File: src/rtl/alert_pkg.sv
// Constants for the command parity and write CRC alert reporter
package alert_pkg;
	// Speed grade codes
	localparam logic [1:0] GRADE_2400 = 2'h0;
	localparam logic [1:0] GRADE_2666 = 2'h1;
	localparam logic [1:0] GRADE_2933 = 2'h2;
	localparam logic [1:0] GRADE_3200 = 2'h3;
	// Parity latency in link clocks
	localparam logic [7:0] PL_SLOW = 8'h05;
	localparam logic [7:0] PL_FAST = 8'h06;
	// Parity alert pulse width, least and most, in link clocks
	localparam logic [7:0] PAR_PW_MIN_2400 = 8'h48;
	localparam logic [7:0] PAR_PW_MIN_2666 = 8'h50;
	localparam logic [7:0] PAR_PW_MIN_2933 = 8'h58;
	localparam logic [7:0] PAR_PW_MIN_3200 = 8'h60;
	localparam logic [7:0] PAR_PW_MAX_2400 = 8'h90;
	localparam logic [7:0] PAR_PW_MAX_2666 = 8'hA0;
	localparam logic [7:0] PAR_PW_MAX_2933 = 8'hB0;
	localparam logic [7:0] PAR_PW_MAX_3200 = 8'hC0;
	// Controller response window in persistent mode, link clocks
	localparam logic [7:0] RSP_2400 = 8'h40;
	localparam logic [7:0] RSP_2666 = 8'h47;
	localparam logic [7:0] RSP_2933 = 8'h4E;
	localparam logic [7:0] RSP_3200 = 8'h55;
	// CRC alert pulse width in link clocks
	localparam logic [7:0] CRC_PW_MIN = 8'h06;
	localparam logic [7:0] CRC_PW_MAX = 8'h0A;
	// System clock period and alert latency times in ns
	localparam int CLK_PERIOD_NS = 8;
	localparam int PAR_EXTRA_NS  = 6;
	localparam int CRC_ON_MIN_NS = 3;
	localparam int CRC_ON_MAX_NS = 13;
	// Least time rounds up, longest rounds down, never below one cycle
	localparam int CRC_ON_MIN_CYC_RAW = (CRC_ON_MIN_NS + CLK_PERIOD_NS - 1) / CLK_PERIOD_NS;
	localparam int CRC_ON_MAX_CYC_RAW = CRC_ON_MAX_NS / CLK_PERIOD_NS;
	localparam int PAR_EXTRA_CYC_RAW  = PAR_EXTRA_NS / CLK_PERIOD_NS;
	localparam int CRC_ON_MIN_CYC = (CRC_ON_MIN_CYC_RAW < 1) ? 1 : CRC_ON_MIN_CYC_RAW;
	localparam int CRC_ON_MAX_CYC = (CRC_ON_MAX_CYC_RAW < 1) ? 1 : CRC_ON_MAX_CYC_RAW;
	localparam int PAR_EXTRA_CYC  = (PAR_EXTRA_CYC_RAW < 1) ? 1 : PAR_EXTRA_CYC_RAW;
	// Delay from CRC error to alert, system cycles
	localparam logic [3:0] CRC_ON_DELAY = 4'(CRC_ON_MIN_CYC);
	// Reset values
	localparam logic [7:0] CNT_RESET = 8'h00;
endpackage

File: src/rtl/link_evt_if.sv
// Carrier for sampled link events between the sampler and the reporter
`timescale 1ns/100ps
interface link_evt_if;
	logic ck_rise;  // One-cycle pulse per link clock rising edge
	logic par_err;  // Parity fail seen at a link edge
	logic crc_err;  // Rising edge of the CRC fail level
	logic des_seen; // Deselect seen at a link edge
	modport src (output ck_rise, output par_err, output crc_err, output des_seen);
	modport dst (input ck_rise, input par_err, input crc_err, input des_seen);
endinterface

File: src/rtl/link_sampler.sv
// Synchronises the link pins and turns them into one-cycle events
`timescale 1ns/100ps
module link_sampler (
	input  wire logic clock,
	input  wire logic sys_rst,
	input  wire logic link_ck,
	input  wire logic par_fail,
	input  wire logic crc_fail,
	input  wire logic deselect,
	link_evt_if.src   ev
);
	logic [3:0] meta;
	logic [3:0] sync;
	logic [3:0] next_meta;
	logic [3:0] next_sync;
	logic       ck_prev;
	logic       crc_prev;
	logic       next_ck_prev;
	logic       next_crc_prev;

	// Two flops on every pin; only the second stage feeds logic
	always_comb begin
		next_meta     = {deselect, crc_fail, par_fail, link_ck};
		next_sync     = meta;
		next_ck_prev  = sync[0];
		next_crc_prev = sync[2];
	end

	always_ff @(posedge clock) begin
		if (sys_rst) begin
			meta     <= 4'h0;
			sync     <= 4'h0;
			ck_prev  <= 1'b0;
			crc_prev <= 1'b0;
		end else begin
			meta     <= next_meta;
			sync     <= next_sync;
			ck_prev  <= next_ck_prev;
			crc_prev <= next_crc_prev;
		end
	end

	// Parity and deselect are qualified by the link edge, like a real command
	assign ev.ck_rise  = sync[0] & ~ck_prev;
	assign ev.par_err  = sync[0] & ~ck_prev & sync[1];
	assign ev.crc_err  = sync[2] & ~crc_prev;
	assign ev.des_seen = sync[0] & ~ck_prev & sync[3];
endmodule // link_sampler

File: src/rtl/alert_reporter.sv
// Alert reporter for command parity and write CRC errors
`timescale 1ns/100ps
module alert_reporter
	import alert_pkg::*;
(
	input  wire logic       clock,
	input  wire logic       sys_rst,
	input  wire logic       link_ck,
	input  wire logic       par_fail,
	input  wire logic       crc_fail,
	input  wire logic       deselect,
	input  wire logic [1:0] speed_grade,
	input  wire logic       persistent_mode,
	input  wire logic       late_clear,
	output logic            alert_n_out,
	output logic            alert_n_oe,
	output logic            cmd_block,
	output logic            par_active,
	output logic            crc_active,
	output logic            rsp_late
);
	typedef enum logic [3:0] {
		ST_IDLE      = 4'b0001,
		ST_CRC_WAIT  = 4'b0010,
		ST_CRC_PULSE = 4'b0100,
		ST_PAR_PULSE = 4'b1000
	} alert_state_t;

	link_evt_if ev ();

	link_sampler u_sampler (
		.clock    (clock),
		.sys_rst  (sys_rst),
		.link_ck  (link_ck),
		.par_fail (par_fail),
		.crc_fail (crc_fail),
		.deselect (deselect),
		.ev       (ev.src)
	);

	// Parity latency for the grade
	function automatic logic [7:0] parity_latency(input logic [1:0] g);
		parity_latency = (g == GRADE_2400 || g == GRADE_2666) ? PL_SLOW : PL_FAST;
	endfunction

	// Parity alert pulse length; the least width keeps the error report fastest
	function automatic logic [7:0] par_width(input logic [1:0] g);
		unique case (g)
			GRADE_2400: par_width = PAR_PW_MIN_2400;
			GRADE_2666: par_width = PAR_PW_MIN_2666;
			GRADE_2933: par_width = PAR_PW_MIN_2933;
			GRADE_3200: par_width = PAR_PW_MIN_3200;
		endcase
	endfunction

	// Controller response window for the grade
	function automatic logic [7:0] rsp_window(input logic [1:0] g);
		unique case (g)
			GRADE_2400: rsp_window = RSP_2400;
			GRADE_2666: rsp_window = RSP_2666;
			GRADE_2933: rsp_window = RSP_2933;
			GRADE_3200: rsp_window = RSP_3200;
		endcase
	endfunction

	alert_state_t state;
	alert_state_t next_state;
	logic [1:0]   grade;
	logic [1:0]   next_grade;
	logic [7:0]   pulse_cnt;
	logic [7:0]   next_pulse_cnt;
	logic [3:0]   wait_cnt;
	logic [3:0]   next_wait_cnt;
	logic [7:0]   blk_cnt;
	logic [7:0]   next_blk_cnt;
	logic [7:0]   rsp_cnt;
	logic [7:0]   next_rsp_cnt;
	logic         rsp_armed;
	logic         next_rsp_armed;
	logic         next_alert_n;
	logic         next_cmd_block;
	logic         next_rsp_late;
	logic         next_alert_oe;
	logic         next_par_active;
	logic         next_crc_active;

	// Alert sequencer; a parity error outranks a CRC report in any state
	always_comb begin
		next_state     = state;
		next_pulse_cnt = pulse_cnt;
		next_wait_cnt  = wait_cnt;
		// Grade is frozen while a pulse runs so its width cannot shift midway
		next_grade     = (state == ST_IDLE) ? speed_grade : grade;
		unique case (state)
			ST_IDLE: begin
				if (ev.par_err) begin
					next_state     = ST_PAR_PULSE;
					next_pulse_cnt = CNT_RESET;
				end else if (ev.crc_err) begin
					next_state    = ST_CRC_WAIT;
					next_wait_cnt = CRC_ON_DELAY - 4'h1;
				end
			end
			ST_CRC_WAIT: begin
				if (ev.par_err) begin
					next_state     = ST_PAR_PULSE;
					next_pulse_cnt = CNT_RESET;
				end else if (wait_cnt == 4'h0) begin
					next_state     = ST_CRC_PULSE;
					next_pulse_cnt = CNT_RESET;
				end else begin
					next_wait_cnt = wait_cnt - 4'h1;
				end
			end
			ST_CRC_PULSE: begin
				// A second CRC error inside the pulse is merged into it
				if (ev.par_err) begin
					next_state     = ST_PAR_PULSE;
					next_pulse_cnt = CNT_RESET;
				end else if (ev.ck_rise) begin
					// One edge past the least width: the first edge may land just after the start
					if (pulse_cnt == CRC_PW_MIN) begin
						next_state = ST_IDLE;
					end
					next_pulse_cnt = pulse_cnt + 8'h01;
				end
			end
			ST_PAR_PULSE: begin
				// Further errors during a parity pulse are not reported again
				if (ev.ck_rise) begin
					// One edge spare so edge quantisation never leaves the pulse short
					if (pulse_cnt == par_width(grade)) begin
						next_state = ST_IDLE;
					end
					next_pulse_cnt = pulse_cnt + 8'h01;
				end
			end
			default: begin
				next_state = ST_IDLE;
			end
		endcase
		// Open-drain style: low only while a pulse is on the pin
		next_alert_n = ~(next_state == ST_CRC_PULSE || next_state == ST_PAR_PULSE);
		next_alert_oe   = ~next_alert_n;
		next_par_active = (next_state == ST_PAR_PULSE);
		next_crc_active = (next_state == ST_CRC_PULSE);
	end

	always_ff @(posedge clock) begin
		if (sys_rst) begin
			state       <= ST_IDLE;
			grade       <= GRADE_2400;
			pulse_cnt   <= CNT_RESET;
			wait_cnt    <= 4'h0;
			alert_n_out <= 1'b1;
			alert_n_oe  <= 1'b0;
			par_active  <= 1'b0;
			crc_active  <= 1'b0;
		end else begin
			state       <= next_state;
			grade       <= next_grade;
			pulse_cnt   <= next_pulse_cnt;
			wait_cnt    <= next_wait_cnt;
			alert_n_out <= next_alert_n;
			alert_n_oe  <= next_alert_oe;
			par_active  <= next_par_active;
			crc_active  <= next_crc_active;
		end
	end

	// Command inhibit window counted in link edges after the errant command
	always_comb begin
		next_blk_cnt = blk_cnt;
		if (ev.par_err && state != ST_PAR_PULSE) begin
			next_blk_cnt = parity_latency(speed_grade);
		end else if (ev.ck_rise && blk_cnt != CNT_RESET) begin
			next_blk_cnt = blk_cnt - 8'h01;
		end
		next_cmd_block = (next_blk_cnt != CNT_RESET);
	end

	always_ff @(posedge clock) begin
		if (sys_rst) begin
			blk_cnt   <= CNT_RESET;
			cmd_block <= 1'b0;
		end else begin
			blk_cnt   <= next_blk_cnt;
			cmd_block <= next_cmd_block;
		end
	end

	// Persistent mode watchdog on the controller's deselect response
	always_comb begin
		next_rsp_cnt   = rsp_cnt;
		next_rsp_armed = rsp_armed;
		next_rsp_late  = rsp_late;
		if (late_clear) begin
			next_rsp_late = 1'b0;
		end
		if (ev.par_err && state != ST_PAR_PULSE && persistent_mode) begin
			next_rsp_armed = 1'b1;
			next_rsp_cnt   = CNT_RESET;
		end else if (rsp_armed && ev.des_seen) begin
			next_rsp_armed = 1'b0;
		end else if (rsp_armed && ev.ck_rise) begin
			if (rsp_cnt == rsp_window(grade) - 8'h01) begin
				// Set wins over a clear in the same cycle
				next_rsp_late  = 1'b1;
				next_rsp_armed = 1'b0;
			end
			next_rsp_cnt = rsp_cnt + 8'h01;
		end
	end

	always_ff @(posedge clock) begin
		if (sys_rst) begin
			rsp_cnt   <= CNT_RESET;
			rsp_armed <= 1'b0;
			rsp_late  <= 1'b0;
		end else begin
			rsp_cnt   <= next_rsp_cnt;
			rsp_armed <= next_rsp_armed;
			rsp_late  <= next_rsp_late;
		end
	end
endmodule // alert_reporter

File: config.mk
export PLATFORM = sky130hd
export DESIGN_NAME = alert_reporter
export DESIGN_NICKNAME = d
export VERILOG_FILES = /design/src/rtl/alert_pkg.sv /design/src/rtl/link_evt_if.sv /design/src/rtl/link_sampler.sv /design/src/rtl/alert_reporter.sv
export SDC_FILE = /design/constraint.sdc
export NUM_CORES = 1
export LEC_CHECK = 0
export BUFFER_PORTS_ARGS = -buffer_cell sky130_fd_sc_hd__buf_2
export CAP_MARGIN = 20
export CORE_MARGIN = 4
export CORE_UTILIZATION = 25
export CTS_CLUSTER_DIAMETER = 60
export DETAILED_ROUTE_END_ITERATION = 16
export GPL_ROUTABILITY_DRIVEN = 0
export GPL_TIMING_DRIVEN = 0
export PLACE_DENSITY_LB_ADDON = 0.15
export SYNTH_ARGS = -nofsm -noshare
export SYNTH_HDL_FRONTEND = slang
export SYNTH_HIERARCHICAL = 1
export SYNTH_SLANG_ARGS = --single-unit
File: constraint.sdc
create_clock -name clock -period 1.79 [get_ports clock]
set_input_delay 0 -clock clock [delete_from_list [all_inputs] [get_ports clock]]
set_output_delay 0 -clock clock [all_outputs]
set_load 0.02 [all_outputs]
* Word-level counts from Yosys, hierarchy flattened
Index checks and enable logic that the tools add are counted.
Operators by class: add/subtract/negate cells 5, multiply operators 0, div/mod/pow operators 0, magnitude comparators 0, eq/ne operators 20, shifts and indexed selects 0, mux-type cells 40, bitwise operators 8, reduce and logical (&&, ||, !) cells 21
Operator list (number):
- $mux 8 | 12
- $pmux 8 s4 | 3
- $mux 4 | 13
- $add 8x1->8 const B | 2
- $eq 8x8->1 | 2
- $pmux 4 s4 | 1
- $reduce_bool 8->1 | 2
- $sub 8x1->8 const B | 2
- $ne 2x2->1 const B | 5
- $mux 1 | 9
- $eq 4x3->1 const B | 2
- $eq 4x4->1 const B | 2
- $eq 8x3->1 const B | 1
- $pmux 4 s2 | 1
- $reduce_bool 3->1 | 2
- $logic_and 1x1->1 | 5
- $reduce_and 5->1 | 1
- $and 1x1->1 | 4
- $eq 2x1->1 const B | 2
- $eq 2x2->1 const B | 2
- $eq 4x1->1 const B | 1
- $eq 4x2->1 const B | 1
- $logic_not 2->1 | 2
- $logic_not 4->1 | 1
- 11 further kinds | 16
Word-level totals: register bits 51, latch bits 0, memory bits (writable) 0, ROM bits 0, bits of input ports 10, output and inout bits 6, logic and storage cells 111, memories 0

* Logic depth before layout (Yosys ltp)
depth in word-level cells 12, gate-level depth with buffers 7, gate-level depth less buffers 7

* Modules after synthesis
The synthesis kept the hierarchy.
By module, submodules not included:
- alert_reporter | instances 1, cells each 274, area each 2377.3 um2, sequential area each 820.8 um2
- link_sampler | instances 1, cells each 24, area each 292.8 um2, sequential area each 200.2 um2

* Worst setup path after synthesis
OpenSTA, ideal clock, no wires.
kind reg2reg, start point register u_sampler.sync[0], end point register cmd_block, arrival 1.787 ns, required time 1.652 ns, setup slack -0.135 ns, cell stages (with the launch flop) 7, period minus slack after synthesis 1.925 ns, cells stage by stage dfxtp_1 > nor2b_1 > or4b_4 > nor4_4 > mux2i_1 > o2111a_1 > a41oi_2
On the way: cells in the longest elaborated chain, start to end 5, elaborated cells on any way between the ends 7
RTL lines:
- start: declaration | RTL line link_sampler.sv:13 | logic [3:0] sync;
- start signal: assignment | RTL line link_sampler.sv:37 | sync <= next_sync;
- $and 1x1->1 * | RTL line link_sampler.sv:44 | assign ev.ck_rise = sync[0] & ~ck_prev;
- named net ev.ck_rise | RTL line link_evt_if.sv:4 | logic ck_rise;
- $logic_and 1x1->1 or $and 1x1->1 (tied branches) | RTL line alert_reporter.sv:176, link_sampler.sv:45
- $mux 8 or $logic_and 1x1->1 (tied branches) | RTL line alert_reporter.sv:176, alert_reporter.sv:174
- $mux 8 * | RTL line alert_reporter.sv:174 | if (ev.par_err && state != ST_PAR_PULSE) begin
- $reduce_bool 8->1 * | RTL line alert_reporter.sv:179 | next_cmd_block = (next_blk_cnt != CNT_RESET);
- end signal: assignment | RTL line alert_reporter.sv:188 | cmd_block <= next_cmd_block;
- end: declaration | RTL line alert_reporter.sv:17 | output logic cmd_block,
Mark *: on every way through the listed nets, which the timed path passes. The rest lies on a longest branch. A chain may end at the register's enable or synchronous reset.

* Worst setup path in the final report
Ends and elaborated chain as after synthesis.

==> impl_metrics.env <==
export IMPL_ys_types=56
export IMPL_drt_first_pass_iters=4
export IMPL_yosys_area_top_type="dfxtp_1"
export IMPL_fin_nets=370
export IMPL_clk_latency_ps=300
export IMPL_required_ps=1960
export IMPL_hold_depth=3
export IMPL_wl_per_cell_um=12.7
export IMPL_r2r_slack_ps=-190
export IMPL_via_per_inst=4.53
export IMPL_cts_buffer_depth=2
export IMPL_finalSetupViolCount=3
export IMPL_hpwl_um=4200
export IMPL_critPathBufInv=0
export IMPL_cp_depth=6
export IMPL_start_util_pct=25.7
export IMPL_synthArstFlopShare_pct=0
export IMPL_violations="negative setup slack"
export IMPL_fin_skew_ps=10.8
export IMPL_cts_buffers=5
export IMPL_layout_drive_gt1_share_pct=25.8
export IMPL_crit_family="simple AND/OR/NAND/NOR gates"
export IMPL_ys_seq_area_share_pct=38.2
export IMPL_rsz0062_at_grt="true"
export IMPL_synth_area_leaders="dfxtp_1, ha_1, xnor2_1"
export IMPL_drc_errors=0
export IMPL_antenna_cells=0
export IMPL_drt_initial_drc_count=107
export IMPL_syn_mean_instance_area_um2=8.96
export IMPL_finalHoldViolations=0
export IMPL_power_density_mw_per_mm2=632
export IMPL_postSynthRegisterBits=51
export IMPL_synth_flop_cell="dfxtp_1"
export IMPL_dpl_worst_slack_ps=-356
export IMPL_grt_overflow=0
export IMPL_die_w_um=111
export IMPL_final_cell_mix="dfxtp_1, nor2_1, buf_2"
export IMPL_yosysTopAreaCellShare_pct=38.2
export IMPL_crit_fanout=4
export IMPL_rows=37
export IMPL_syn_to_final_growth_pct=28.6
export IMPL_cp_slowest_cell="or4b_4"
export IMPL_fin_crit_ps=1980
export IMPL_dpl_cell_area_mm2=0.00293
export IMPL_cts_sinks=51
export IMPL_cp_data_arrival_time_ps=2150
export IMPL_cts_root_buf="clkbuf_8"
export IMPL_fin_crit_sh_pct=111
export IMPL_start_kind="register"
export IMPL_slew_viol_final=0
export IMPL_die_area_mm2=0.0124
export IMPL_layout_setup_ws_ps=-192
export IMPL_cts_tree="done"
export IMPL_vias=2179
export IMPL_drtAntennaViolNets=0
export IMPL_cp_end_kind="register"
export IMPL_tns_ps=-351
export IMPL_rr_worst_depth=6
export IMPL_finalInstanceArea_mm2=0.00343
export IMPL_clk_pin_slew_ps=90
export IMPL_cap_viol_max_count=0
export IMPL_syn_cell_area_mm2=0.00267
export IMPL_path_class="register to register"
export IMPL_peakVddDrop_uv=334
export IMPL_synth_fp_nets=322
export IMPL_die_h_um=111
export IMPL_synth_cells=298
export IMPL_synth_edff_count=0
export IMPL_core_area_mm2=0.0104
export IMPL_grt_max_degree=14
export IMPL_min_path_type="input port to register"
export IMPL_crit_chain="nor2b_4 -> or4b_4 -> nor4_4 -> mux2i_1 -> o2111a_1 -> a41oi_2"
export IMPL_p_leak_uw=0.00126
export IMPL_synth_warnings=6
export IMPL_fmaxAchievable_mhz=504
export IMPL_antenna_found_initial=0
export IMPL_tightestPinTransition_ps=497
export IMPL_cts_max_level=2
export IMPL_io_buffer_count=15
export IMPL_io_pins=16
export IMPL_cpPeakStageDelay_ps=510
export IMPL_grt_pass1_vias=2176
export IMPL_grtUsageTotal_pct=9.85
export IMPL_status="finished, violations left"
export IMPL_wl_um=6090
export IMPL_grt_pass1_wl_um=10300
export IMPL_slew_headroom_pct=66.6
export IMPL_layout_commonest_cell="dfxtp_1"
-- layout make-up --
class / count / area [µm²]
repair buffers: 41 / 310
fillers: 1133 / 6940
inverters: 13 / 48.8
plain buffers: 7 / 45.0
clock buffers: 6 / 72.6
flip-flops and latches: 51 / 1030
multi-input cells: 227 / 1750
well taps: 136 / 170
-- flip-flops by register name (all words and copies together) (netlist names) --
name                count
alert_n_oe              1
state                   4
par_active              1
u_sampler/sync          4
u_sampler/crc_prev      1
rsp_cnt                 8
cmd_block               1
crc_active              1
alert_n_out             1
pulse_cnt               8
grade                   2
wait_cnt                4
u_sampler/meta          4
rsp_armed               1
blk_cnt                 8
rsp_late                1
u_sampler/ck_prev       1
-- Yosys cell counts, types with 3 or more instances --
library cell / count
ha_1: 14
clkbuf_1: 4
nand3b_1: 5
mux2i_1: 3
or2_2: 4
a211oi_1: 4
a21oi_1: 17
o21ai_0: 5
and3b_1: 4
nor3_1: 10
nor2_1: 34
inv_1: 13
nor2b_1: 17
and3_1: 3
nand4_1: 4
xnor2_1: 17
dfxtp_1: 51
nand3_1: 12
xor2_1: 12
or3_1: 3
nor4_1: 4
nand2_1: 15
-- final timing paths --
| path | end | from |
|---|---|---|
| max | cmd_block | u_sampler/sync[0] |
| min | rsp_late | late_clear |
| max reg2reg | cmd_block | u_sampler/sync[0] |
| min reg2reg | u_sampler/sync[3] | u_sampler/meta[3] |
-- power breakdown --
part	switching [µW]	internal [µW]
Clock	359	262
Combinational	186	171
Sequential	27.6	1170
Total	573	1600
-- metal layers --
metal | global-route usage [%] | part of all wire (%) | routed length, µm | up-vias
met2 | 16.9 | 47 | 2890 | 20
met4 | 2.19 | 0.51 | 31 | 0
met5 | 0 | 0 | 0 | -
li1 | - | - | - | 1137
met1 | 12.7 | 49 | 3010 | 1020
met3 | 2.12 | 2.6 | 161 | 2
-- metrics by stage --
stage | hold WS (ps) | total power [µW] | cells | util (%)
floorplan | 71.6 | 1420 | 298 | -
global placement | 211 | 1490 | 449 | 28.2
detailed placement | 215 | 1500 | 449 | 28.2
CTS | 3.08 | 2180 | 470 | 31.3
global route | 3.43 | 2300 | 481 | 33.1
finish | 10.7 | 2170 | 481 | 33.1
-- repair_timing --
item,in CTS,in global routing
gates resized for setup,21,36
endpoints found under the hold margin,9,0
pin swaps,5,14
buffers inserted,7,14
hold buffers,8,0
setup endpoints to repair,34,30
-- worst reg2reg max path: stages (launching register included) --
cell and delay, ps:
dfxtp_2 350, nor2b_4 190, or4b_4 510, nor4_4 170
mux2i_1 280, o2111a_1 250, a41oi_2 120
-- cell families (layout without fill, tap and decap cells) --
family / Yosys count / after routing / share of synthesized area [%]
AND/OR/NAND/NOR: 131 / 131 / 27.8
flip-flops: 51 / 51 / 38.2
AO/OA/AOI/OAI: 50 / 50 / 13.9
XOR/XNOR: 29 / 29 / 9.51
buffers and inverters: 20 / 67 / 2.91
adder cells (fa/ha/maj): 14 / 14 / 6.56
multiplexers: 3 / 3 / 1.12
(Power assumes the default switching activity.)
